File: src/inc/alarm_pkg.sv
// constants for the t1 receive alarm monitor: register map, field
// positions, reset values and alarm thresholds.
// assumes one 32-bit apb slave with word-aligned registers.
package alarm_pkg;
  // register byte addresses
  localparam logic [7:0] ctrl_addr = 8'h00;
  localparam logic [7:0] los_cfg_addr = 8'h04;
  localparam logic [7:0] framer_status_0_addr = 8'h08;
  localparam logic [7:0] framer_status_1_addr = 8'h0c;
  localparam logic [7:0] irq_status_0_addr = 8'h10;
  localparam logic [7:0] irq_status_1_addr = 8'h14;
  localparam logic [7:0] irq_status_2_addr = 8'h18;
  // control register fields
  localparam int send_blue_alarm_bit = 0;
  localparam int send_yellow_alarm_bit = 1;
  localparam int blue_threshold_sel_bit = 2;
  localparam int yellow_detect_sel_bit = 3;
  localparam int esf_mode_bit = 4;
  localparam int b8zs_mode_bit = 5;
  localparam int ctrl_width = 6;
  localparam logic [5:0] ctrl_reset = 6'h00;
  // loss-of-signal config: interval-1, ones-1, density recovery enable
  localparam int los_int_lsb = 0;
  localparam int los_ones_lsb = 12;
  localparam int los_dens_bit = 20;
  localparam int los_cfg_width = 21;
  localparam logic [20:0] los_cfg_reset = 21'h0000ff;
  localparam logic [11:0] los_int_min_m1 = 12'h00f;
  // framer_status_0 / framer_status_1 / irq_status_2 fields
  localparam int blue_bit = 0;
  localparam int los_bit = 1;
  localparam int yellow_bit = 2;
  localparam int yellow_rel_bit = 3;
  localparam int zero_excess_bit = 0;
  localparam int density_bit = 1;
  localparam int tx_short_bit = 2;
  localparam int tx_zero_run_bit = 3;
  // thresholds in received or transmitted pulse periods, slots, frames
  localparam logic [12:0] exz_b8zs_max = 13'd7;
  localparam logic [12:0] exz_ami_max = 13'd15;
  localparam logic [12:0] zero_run_max = 13'd15;
  localparam int density_n_max = 23;
  localparam logic [4:0] frames_d4 = 5'd12;
  localparam logic [4:0] frames_esf = 5'd24;
  localparam logic [7:0] blue_set_0 = 8'd3;
  localparam logic [7:0] blue_set_1_d4 = 8'd4;
  localparam logic [7:0] blue_set_1_esf = 8'd6;
  localparam logic [7:0] blue_clr_0 = 8'd2;
  localparam logic [7:0] blue_clr_1_d4 = 8'd3;
  localparam logic [7:0] blue_clr_1_esf = 8'd5;
  localparam logic [7:0] yellow_slots = 8'd255;
  localparam logic [1:0] yellow_rel_count = 2'd3;
  localparam logic [15:0] dl_yellow_pattern = 16'hff00;
  localparam logic [5:0] dl_len = 6'd16;
  localparam logic [1:0] tx_short_periods = 2'd3;
  localparam logic [5:0] tx_zero_limit = 6'd32;
endpackage : alarm_pkg

File: src/core/t1_receive_alarm_monitor.sv
// t1 receive alarm monitor: los, blue and yellow alarm supervision,
// zero and pulse-density checks, transmit short and ones-density checks.
// assumes rx/tx bit strobes come from framer logic on pclk; only the
// analog current-limit pin is asynchronous.
// Function
// - blue alarm onset and recovery shown live and as an event bit
// - blue alarm sent to line only while send_blue_alarm is set
// - loss of signal onset and recovery shown live and as event
// - yellow alarm live flag, separate detect and release events
// - yellow alarm sent only while send_yellow_alarm is set
// - latch zero excess: over 7 zeros b8zs, over 15 ami; read clears
// - density violation shown as status flag and first event register
// - latch density: under N ones in 8(N+1) bits, or over 15 zeros
// - transmit short detect and release flagged, line change event
// - transmit ones-density failure flagged, shares line change event
// - loss of signal after programmed 16 to 4096 zero periods
// - loss cleared by programmed 1 to 256 ones within interval
// - loss also cleared by density met, no run over 15 zeros
// - selector 0: blue when under 3 zeros in 12 or 24 frames
// - selector 1: blue when under 4 in 12, under 6 in 24 frames
// - blue held one multiframe; cleared above 2, or 3/5 zeros
// - selector 0 yellow: bit 2 zero 255 slots, fs12 one, dl pattern
// - selector 1 yellow: bit 2 zero in every slot of a frame
// - release: conditions gone, or absent three frames/multiframes/dl
// - selector 1 yellow detection tolerant of a 1e-3 bit error rate
// - transmit short after over 3 periods of high current, clear off
// - transmit ones failure after 32 zeros, cleared by any pulse
`timescale 1ns/100ps
module t1_receive_alarm_monitor
  import alarm_pkg::*;
(
  input wire logic pclk,
  input wire logic presetn,
  input wire logic psel,
  input wire logic penable,
  input wire logic pwrite,
  input wire logic [7:0] paddr,
  input wire logic [31:0] pwdata,
  output logic [31:0] prdata,
  output logic pready,
  output logic pslverr,
  input wire logic rx_valid,
  input wire logic rx_bit,
  input wire logic rx_frame_start,
  input wire logic rx_slot_start,
  input wire logic rx_fs12,
  input wire logic rx_dl,
  input wire logic tx_valid,
  input wire logic tx_bit,
  input wire logic tx_current_high,
  output logic tx_blue_alarm,
  output logic tx_yellow_alarm
);

  typedef struct packed {
    logic [ctrl_width-1:0] ctrl;
    logic [los_cfg_width-1:0] los_cfg;
    logic blue;
    logic signal_loss_status;
    logic yellow;
    logic exz;
    logic density_violation;
    logic tx_short;
    logic tx_zero;
    logic irq_status_0;
    logic irq_status_1;
    logic [3:0] irq_status_2;
    logic [12:0] zrun;
    logic [7:0] seen;
    logic [density_n_max-1:0][7:0] age;
    logic [12:0] lwin;
    logic [8:0] lones;
    logic lbad;
    logic [4:0] bframe;
    logic [7:0] bzeros;
    logic [2:0] bitpos;
    logic [7:0] b2run;
    logic fr_allz;
    logic [1:0] fr_miss;
    logic ya;
    logic [1:0] fs_miss;
    logic yb;
    logic [15:0] dl_sh;
    logic [5:0] dl_miss;
    logic yc;
    logic [1:0] lim_sync;
    logic [1:0] lim_cnt;
    logic [5:0] tzrun;
    logic [31:0] rdata;
    logic ready;
    logic slverr;
  } state_type;

  state_type s_r;
  state_type s_nxt;

  // sliding-window density check: age of the k-th most recent one
  logic [density_n_max-1:0][7:0] age_upd;
  logic [density_n_max-1:0] win_viol;
  logic [7:0] seen_upd;

  assign seen_upd = (s_r.seen == 8'hff) ? s_r.seen : s_r.seen + 8'h01;

  genvar gi;
  generate
    for (gi = 0; gi < density_n_max; gi++)
    begin : g_age
      logic [7:0] older;
      logic [7:0] win_len;
      if (gi == 0)
      begin : g_first
        assign older = 8'hff;
      end
      else
      begin : g_rest
        assign older = s_r.age[gi-1];
      end
      assign win_len = 8'(8 * (gi + 2));
      always_comb
      begin
        if (rx_bit && gi == 0)
          age_upd[gi] = 8'h00;
        else if (rx_bit)
          age_upd[gi] = (older == 8'hff) ? older : older + 8'h01;
        else
          age_upd[gi] = (s_r.age[gi] == 8'hff) ? s_r.age[gi] :
                        s_r.age[gi] + 8'h01;
      end
      // fewer than N ones in the window means the N-th one is too old
      assign win_viol[gi] = (age_upd[gi] >= win_len) &&
                            (seen_upd >= win_len);
    end
  endgenerate

  logic lim;
  logic [11:0] int_m1;
  logic [8:0] ones_m1;
  logic esf;
  logic [4:0] nframes;
  logic [7:0] blue_set;
  logic [7:0] blue_clr;
  logic pdv_now;
  logic [12:0] zrun_upd;
  logic [2:0] pos;
  logic dl_match;
  logic apb_done;
  logic blue_new;
  logic los_new;
  logic yellow_new;
  logic short_new;
  logic tzero_new;
  logic exz_now;
  logic [3:0] irq_status_2_ev;

  always_comb
  begin
    s_nxt = s_r;
    lim = s_r.lim_sync[1];
    esf = s_r.ctrl[esf_mode_bit];
    int_m1 = s_r.los_cfg[los_int_lsb +: 12];
    if (int_m1 < los_int_min_m1)
      int_m1 = los_int_min_m1;
    ones_m1 = {1'b0, s_r.los_cfg[los_ones_lsb +: 8]};
    nframes = esf ? frames_esf : frames_d4;
    if (s_r.ctrl[blue_threshold_sel_bit])
    begin
      blue_set = esf ? blue_set_1_esf : blue_set_1_d4;
      blue_clr = esf ? blue_clr_1_esf : blue_clr_1_d4;
    end
    else
    begin
      blue_set = blue_set_0;
      blue_clr = blue_clr_0;
    end
    zrun_upd = rx_bit ? 13'h0000 :
               (&s_r.zrun ? s_r.zrun : s_r.zrun + 13'h0001);
    pdv_now = (|win_viol) || (zrun_upd > zero_run_max);
    exz_now = zrun_upd > (s_r.ctrl[b8zs_mode_bit] ? exz_b8zs_max :
                          exz_ami_max);
    pos = rx_slot_start ? 3'd1 : s_r.bitpos + 3'd1;
    dl_match = ({s_r.dl_sh[14:0], rx_bit} == dl_yellow_pattern);
    blue_new = s_r.blue;
    los_new = s_r.signal_loss_status;
    short_new = s_r.tx_short;
    tzero_new = s_r.tx_zero;
    irq_status_2_ev = 4'h0;

    // metastability guard on the analog comparator pin
    s_nxt.lim_sync = {s_r.lim_sync[0], tx_current_high};

    if (rx_valid)
    begin
      s_nxt.zrun = zrun_upd;
      s_nxt.seen = seen_upd;
      s_nxt.age = age_upd;
      if (exz_now)
        s_nxt.exz = 1'b1;
      if (pdv_now)
      begin
        s_nxt.density_violation = 1'b1;
        s_nxt.irq_status_0 = 1'b1;
      end

      // loss of signal and its recovery interval
      if (!s_r.signal_loss_status)
      begin
        if (zrun_upd > {1'b0, int_m1})
          los_new = 1'b1;
      end
      else
      begin
        s_nxt.lwin = s_r.lwin + 13'h0001;
        s_nxt.lones = (&s_r.lones) ? s_r.lones :
                      s_r.lones + {8'h00, rx_bit};
        s_nxt.lbad = s_r.lbad || pdv_now;
        if (s_nxt.lones > ones_m1)
          los_new = 1'b0;
        else if (s_r.lwin == {1'b0, int_m1})
        begin
          if (s_r.los_cfg[los_dens_bit] && !s_nxt.lbad)
            los_new = 1'b0;
          s_nxt.lwin = 13'h0000;
          s_nxt.lones = 9'h000;
          s_nxt.lbad = 1'b0;
        end
      end

      // blue alarm: zeros counted over one multiframe of frames
      if (rx_frame_start)
      begin
        if (s_r.bframe == nframes - 5'd1)
        begin
          if (!s_r.blue && s_r.bzeros < blue_set)
            blue_new = 1'b1;
          // a window always spans one multiframe, so the alarm holds
          // at least that long before it can clear
          else if (s_r.blue && s_r.bzeros > blue_clr)
            blue_new = 1'b0;
          s_nxt.bframe = 5'd0;
          s_nxt.bzeros = {7'h00, ~rx_bit};
        end
        else
        begin
          s_nxt.bframe = s_r.bframe + 5'd1;
          s_nxt.bzeros = s_r.bzeros + {7'h00, ~rx_bit & ~&s_r.bzeros};
        end
        // per-frame bit 2 check for selector 1
        if (s_r.fr_allz)
        begin
          s_nxt.ya = s_r.ctrl[yellow_detect_sel_bit] ? 1'b1 : s_r.ya;
          s_nxt.fr_miss = 2'd0;
        end
        else if (s_r.ctrl[yellow_detect_sel_bit])
        begin
          s_nxt.fr_miss = (s_r.fr_miss == yellow_rel_count) ?
                          s_r.fr_miss : s_r.fr_miss + 2'd1;
          if (s_nxt.fr_miss == yellow_rel_count)
            s_nxt.ya = 1'b0;
        end
        s_nxt.fr_allz = 1'b1;
      end
      else
      begin
        s_nxt.bzeros = s_r.bzeros + {7'h00, ~rx_bit & ~&s_r.bzeros};
        s_nxt.bitpos = pos;
        if (pos == 3'd2)
        begin
          if (rx_bit)
          begin
            s_nxt.fr_allz = 1'b0;
            s_nxt.b2run = 8'h00;
            if (!s_r.ctrl[yellow_detect_sel_bit])
              s_nxt.ya = 1'b0;
          end
          else
          begin
            s_nxt.b2run = (s_r.b2run == yellow_slots) ? s_r.b2run :
                          s_r.b2run + 8'h01;
            if (!s_r.ctrl[yellow_detect_sel_bit] &&
                s_nxt.b2run == yellow_slots)
              s_nxt.ya = 1'b1;
          end
        end
      end

      // d4: fs bit of frame 12 set by the far end
      if (rx_fs12 && !esf)
      begin
        if (rx_bit)
        begin
          s_nxt.yb = 1'b1;
          s_nxt.fs_miss = 2'd0;
        end
        else
        begin
          s_nxt.fs_miss = (s_r.fs_miss == yellow_rel_count) ?
                          s_r.fs_miss : s_r.fs_miss + 2'd1;
          if (!s_r.ctrl[yellow_detect_sel_bit] ||
              s_nxt.fs_miss == yellow_rel_count)
            s_nxt.yb = 1'b0;
        end
      end

      // esf: eight ones then eight zeros on the data link
      if (rx_dl && esf)
      begin
        s_nxt.dl_sh = {s_r.dl_sh[14:0], rx_bit};
        if (dl_match)
        begin
          s_nxt.yc = 1'b1;
          s_nxt.dl_miss = 6'd0;
        end
        else
        begin
          s_nxt.dl_miss = (&s_r.dl_miss) ? s_r.dl_miss :
                          s_r.dl_miss + 6'd1;
          // tolerating single errored patterns keeps the alarm steady
          // under line errors in the slower release mode
          if (s_nxt.dl_miss == (s_r.ctrl[yellow_detect_sel_bit] ?
              6'(dl_len * yellow_rel_count) : dl_len))
            s_nxt.yc = 1'b0;
        end
      end
    end
    if (!esf)
      s_nxt.yc = 1'b0;
    else
      s_nxt.yb = 1'b0;
    yellow_new = s_nxt.ya || s_nxt.yb || s_nxt.yc;

    // restart evaluation intervals on every loss or blue alarm change
    if (los_new != s_r.signal_loss_status)
    begin
      s_nxt.lwin = 13'h0000;
      s_nxt.lones = 9'h000;
      s_nxt.lbad = 1'b0;
      irq_status_2_ev[los_bit] = 1'b1;
    end
    if (blue_new != s_r.blue)
    begin
      s_nxt.bframe = 5'd0;
      irq_status_2_ev[blue_bit] = 1'b1;
    end
    if (yellow_new && !s_r.yellow)
      irq_status_2_ev[yellow_bit] = 1'b1;
    if (!yellow_new && s_r.yellow)
      irq_status_2_ev[yellow_rel_bit] = 1'b1;
    s_nxt.irq_status_2 = s_r.irq_status_2 | irq_status_2_ev;

    // transmit line supervision
    if (!lim)
    begin
      s_nxt.lim_cnt = 2'd0;
      short_new = 1'b0;
    end
    else if (tx_valid)
    begin
      if (s_r.lim_cnt == tx_short_periods)
        short_new = 1'b1;
      else
        s_nxt.lim_cnt = s_r.lim_cnt + 2'd1;
    end
    if (tx_valid)
    begin
      if (tx_bit)
      begin
        s_nxt.tzrun = 6'd0;
        tzero_new = 1'b0;
      end
      else
      begin
        s_nxt.tzrun = (s_r.tzrun == tx_zero_limit) ? s_r.tzrun :
                      s_r.tzrun + 6'd1;
        if (s_nxt.tzrun == tx_zero_limit)
          tzero_new = 1'b1;
      end
    end
    if (short_new != s_r.tx_short || tzero_new != s_r.tx_zero)
      s_nxt.irq_status_1 = 1'b1;

    // apb slave: two-cycle access phase, read data captured with pready
    apb_done = psel && penable && s_r.ready;
    s_nxt.ready = psel && penable && !s_r.ready;
    if (psel && penable && !s_r.ready)
    begin
      s_nxt.slverr = 1'b0;
      s_nxt.rdata = 32'h00000000;
      if (paddr == ctrl_addr)
        s_nxt.rdata[ctrl_width-1:0] = s_r.ctrl;
      else if (paddr == los_cfg_addr)
        s_nxt.rdata[los_cfg_width-1:0] = s_r.los_cfg;
      else if (paddr == framer_status_0_addr)
        s_nxt.rdata[2:0] = {s_r.yellow, s_r.signal_loss_status, s_r.blue};
      else if (paddr == framer_status_1_addr)
        s_nxt.rdata[3:0] = {s_r.tx_zero, s_r.tx_short, s_r.density_violation,
                            s_r.exz};
      else if (paddr == irq_status_0_addr)
        s_nxt.rdata[0] = s_r.irq_status_0;
      else if (paddr == irq_status_1_addr)
        s_nxt.rdata[0] = s_r.irq_status_1;
      else if (paddr == irq_status_2_addr)
        s_nxt.rdata[3:0] = s_r.irq_status_2;
      else
        s_nxt.slverr = 1'b1;
      // a write answers with zero data, never the old register value
      if (pwrite)
        s_nxt.rdata = 32'h00000000;
    end
    if (apb_done && pwrite)
    begin
      if (paddr == ctrl_addr)
        s_nxt.ctrl = pwdata[ctrl_width-1:0];
      else if (paddr == los_cfg_addr)
        s_nxt.los_cfg = pwdata[los_cfg_width-1:0];
    end
    // read-to-clear drops only bits that were returned; a new event in
    // the same cycle sets again, so nothing is lost
    if (apb_done && !pwrite)
    begin
      if (paddr == framer_status_1_addr)
      begin
        if (s_r.rdata[zero_excess_bit] && !(rx_valid && exz_now))
          s_nxt.exz = 1'b0;
        if (s_r.rdata[density_bit] && !(rx_valid && pdv_now))
          s_nxt.density_violation = 1'b0;
      end
      else if (paddr == irq_status_0_addr)
      begin
        if (s_r.rdata[0] && !(rx_valid && pdv_now))
          s_nxt.irq_status_0 = 1'b0;
      end
      else if (paddr == irq_status_1_addr)
      begin
        if (s_r.rdata[0] && !(short_new != s_r.tx_short ||
            tzero_new != s_r.tx_zero))
          s_nxt.irq_status_1 = 1'b0;
      end
      else if (paddr == irq_status_2_addr)
        s_nxt.irq_status_2 = (s_r.irq_status_2 & ~s_r.rdata[3:0]) | irq_status_2_ev;
    end

    s_nxt.blue = blue_new;
    s_nxt.signal_loss_status = los_new;
    s_nxt.yellow = yellow_new;
    s_nxt.tx_short = short_new;
    s_nxt.tx_zero = tzero_new;
  end

  always_ff @(posedge pclk or negedge presetn)
  begin
    if (!presetn)
    begin
      s_r <= '0;
      s_r.ctrl <= ctrl_reset;
      s_r.los_cfg <= los_cfg_reset;
      s_r.age <= '1;
      s_r.fr_allz <= 1'b1;
    end
    else
      s_r <= s_nxt;
  end

  assign prdata = s_r.rdata;
  assign pready = s_r.ready;
  assign pslverr = s_r.slverr;
  assign tx_blue_alarm = s_r.ctrl[send_blue_alarm_bit];
  assign tx_yellow_alarm = s_r.ctrl[send_yellow_alarm_bit];

endmodule : t1_receive_alarm_monitor

File: config.mk
export PLATFORM = sky130hd
export DESIGN_NAME = t1_receive_alarm_monitor
export DESIGN_NICKNAME = d
export VERILOG_FILES = /design/src/inc/alarm_pkg.sv /design/src/core/t1_receive_alarm_monitor.sv
export SDC_FILE = /design/constraint.sdc
export NUM_CORES = 1
export LEC_CHECK = 0
export BUFFER_PORTS_ARGS = -buffer_cell sky130_fd_sc_hd__clkbuf_2
export CORE_MARGIN = 4
export CORE_UTILIZATION = 49
export DETAILED_ROUTE_END_ITERATION = 8
export PLACE_DENSITY = 0.66
export SYNTH_ARGS = -nofsm -noshare
export SYNTH_HDL_FRONTEND = slang
export SYNTH_SLANG_ARGS = --single-unit
File: constraint.sdc
create_clock -name pclk -period 5.1 [get_ports pclk]
set_input_delay 0.51 -clock pclk [delete_from_list [all_inputs] [get_ports pclk]]
set_output_delay 0.51 -clock pclk [all_outputs]
set_load 0.005 [all_outputs]
==> impl_metrics.yaml <==
cells_and_area:
  final_nets: 2898
  nFillCells: 4399
  drive_gt1_share_pct: 16.8
  mostFrequentLayoutCells: "nor2_1, nand2_1, a21oi_1, dfstp_2, o21ai_0"
  antenna_cells: 0
  register_area_um2: 9100
  syn_to_final_growth_pct: 7.65
  final_common_cell: "nor2_1"
  multiInputGateArea_um2: 13600
power_and_ir_drop:
  peakVddDrop_mv: 0.247
  p_per_area_nw_per_um2: 479
  combPwrFrac_pct: 35.0
  switching_share_pct: 38.7
  p_int_mw: 7.54
  power.leakage_nw: 10.6
  power_mw: 12.3
  p_switching_mw: 4.76
  p_clk_share_pct: 24.3
  seqPwrFrac_pct: 40.7
place:
  io_buffers: 67
  dp_hpwl_um: 42000
  place_congestion: 0.931
floorplanning:
  die_h_um: 229
  design.die.area_um2: 52300
  ios: 90
  initial_core_util_pct: 49.8
  core-area_um2: 47900
  rows: 80
  die_w_um: 229
sta:
  period_minus_slack_ns: 3.79
  hold_viol: 0
  tightest_slew_ns: 1.14
  setup_viol_count_final: 0
  relSlewSlack_pct: 23.5
  tns_ns: 0
  period_share_pct: 74.4
  rsz0062_at_grt: "false"
  max_freq_ghz: 0.264
  skew_ns: 0.0175
  slew_viol_final: 0
logic_synthesis:
  synth_edf_count: 0
  syn_area_um2: 23900
  synth_top_area_cell: "dfstp_2"
  synth_cell_type_count: 83
  ys_seq_area_share_pct: 38.1
  synthFlopType: "dfstp_2"
  synth_area_per_cell_um2: 8.37
  synth_seq_cells: 354
  synth_area_leaders: "dfstp_2, dfrtp_1, a21oi_1"
  synthArstFlopShare_pct: 100
  synth_top_area_share_pct: 21.2
  synthCells: 2853
  ys_warn_count: 0
setup_path:
  slowest_stage: "dfrtp_1"
  reg2reg_depth: 17
  start_kind: "register"
  regToRegStartpoint: "s_r[317]"
  cpPeakStageDelay_ns: 0.49
  cp-end-kind: "register"
  cp_common_cell: "o21a_1"
  path_cells: "and4_1 -> nand3_1 -> nor2_1 -> nand2_1 -> nand2_1 -> a21oi_1 -> ha_1 -> nor2b_1 -> o21a_1 -> o21a_1 -> o21ai_0 -> a21oi_1 -> o21a_1 -> o31ai_2 -> buf_4 -> mux2_2 -> o31ai_1"
  critical-path-top-delay-family: "simple AND/OR/NAND/NOR gates"
  critPathMaxFanout: 26
  r2r_end: "s_r[337]"
  r2r_setup_slack_ns: 1.31
  path_buf_inv: 1
  worstPathRequired_ns: 5.53
  critPathKind: "reg -> reg"
  cp_num_cells: 17
  cp_data_arrival_time_ns: 4.23
clocking:
  numCtsBuffers: 42
  clkTransAtPathRegs_ns: 0.06
  cts_tree: "yes"
  clockRootBuffer: "clkbuf_16"
  holdBufCountCts: 1
  clk_path_buf_depth: 3
  htreeDepth: 2
  cts.sink_count: 354
  cts_resized: 0
  post_cts_buffers: 0
  clk_latency_ns: 0.58
worst_hold_path:
  hold_path.class: "in -> reg"
  hold_path_end: "s_nxt[43]"
  whs_path_depth: 1
  hold_start: "tx_current_high"
global_route:
  grt_antenna_before_repair: 1
  gr-total-overflow: 0
  grt_first_pass_wirelength_um: 104000
  grt_use_total_pct: 23.2
  met1_usage_pct: 32.2
  grt_max_degree: 159
  use_met2_pct: 37.0
  met3_usage_pct: 3.24
  top_usage_layer: "met2"
  grt_pass1_vias: 20300
outcome:
  status: "complete, no violations"
detailed_routing:
  wl_um: 62600
  wl_per_cell_um: 18.3
  ant_nets: 0
  drt_pre_antenna_iters: 6
  drcViolationCount: 0
  drtIter0Drc: 1692
  dr_total_vias: 21500
  drt-vias-per-instance: 6.28
run:
  maxCapViolCount: 0
==> layer usage <==
metal,up-vias,part of all wire (%)
li1,10300,-
met1,10500,46
met2,562,46
met3,122,4.9
met4,2,3.1
met5,-,0.019
==> kinds of logic (layout without fill, tap and decap cells) <==
kind of cell,Yosys count,after routing,synth area share [%]
multiplexers,124,124,5.55
adder cells (fa/ha/maj),64,64,3.35
flip-flops,354,354,38.1
AND/OR/NAND/NOR,1086,1086,22.3
AO/OA/AOI/OAI,845,845,22.3
buffers and inverters,292,240,5.17
other,1,11,0.0157
XOR/XNOR,87,87,3.19
==> worst max-delay path by stage <==
stage,end,from,slack [ns]
2_1_floorplan,s_r[117],rx_bit,0.96
3_3_place_gp,s_r[337],s_r[317],1.47
3_5_place_dp,s_r[337],s_r[317],1.39
4_1_cts,s_r[337],s_r[317],1.33
5_1_grt,s_r[117],s_r[317],1.01
6_report,s_r[337],s_r[317],1.31
==> synth_stat cells, drive strengths merged, types with 9 or more instances <==
library cell,instances
a211oi,20
a21o,18
a21oi,249
a221oi,15
a22o,20
a311oi,9
a31o,20
a31oi,94
a32o,13
and2,31
and3,54
and4,38
buf,72
clkbuf,142
dfrtp,161
dfstp,193
ha,64
inv,77
mux2,66
mux2i,58
nand2,257
nand2b,30
nand3,161
nand4,68
nor2,295
nor2b,14
nor3,59
nor4,11
o211ai,13
o21a,22
o21ai,176
o22ai,79
o32ai,14
or2,23
or3,16
xnor2,56
xor2,31
==> worst register-to-register path: stages (launching register included) <==
cell and delay [ns]:
dfrtp_1 0.49, and4_1 0.40, nand3_1 0.15, nor2_1 0.26
nand2_1 0.16, nand2_1 0.10, a21oi_1 0.10, ha_1 0.36
nor2b_1 0.14, o21a_1 0.16, o21a_1 0.15, o21ai_0 0.14
a21oi_1 0.08, o21a_1 0.18, o31ai_2 0.17, buf_4 0.32
mux2_2 0.23, o31ai_1 0.09
==> per-stage QoR <==
stage	hold slack [ns]	area (um2)	setup slack, ns	util (%)	cells
floorplan	0.214	23900	0.958	-	2863
global placement	0.378	24300	1.47	50.7	3350
detailed placement	0.401	24300	1.39	50.7	3350
CTS	0.0204	25700	1.33	53.6	3426
global route	0.0381	25700	1.01	53.6	3426
finish	0.0558	25700	1.31	53.6	3426
==> final cells by class <==
| cell class | instances | share of cell area, % |
|---|---|---|
| inverters | 78 | 1.15 |
| clock inverters | 9 | 0.360 |
| clock buffers | 66 | 4.99 |
| well taps | 615 | 2.99 |
| repair buffers | 87 | 2.15 |
| multi-input cells | 2217 | 52.9 |
| flip-flops and latches | 354 | 35.4 |
==> sequential cells by signal, summed over array words and instances (netlist names) <==
| register | flops |
|---|---|
| esf | 1 |
| g_age.older | 176 |
| lim | 1 |
| ones_m1 | 8 |
| prdata | 21 |
| pready | 1 |
| pslverr | 1 |
| s_nxt | 1 |
| s_r | 142 |
| tx_blue_alarm | 1 |
| tx_yellow_alarm | 1 |
==> power groups by stage <==
stage	clock network, mW	logic (mW)	registers [mW]
after floorplan	0	3.59	4.52
after global placement	0	4.13	4.94
after detailed placement	0	4.25	5.00
after CTS	3.08	4.28	4.97
after global routing	3.20	4.83	5.16
final	3.00	4.30	5.01
Power figures use the tool's default switching activity.
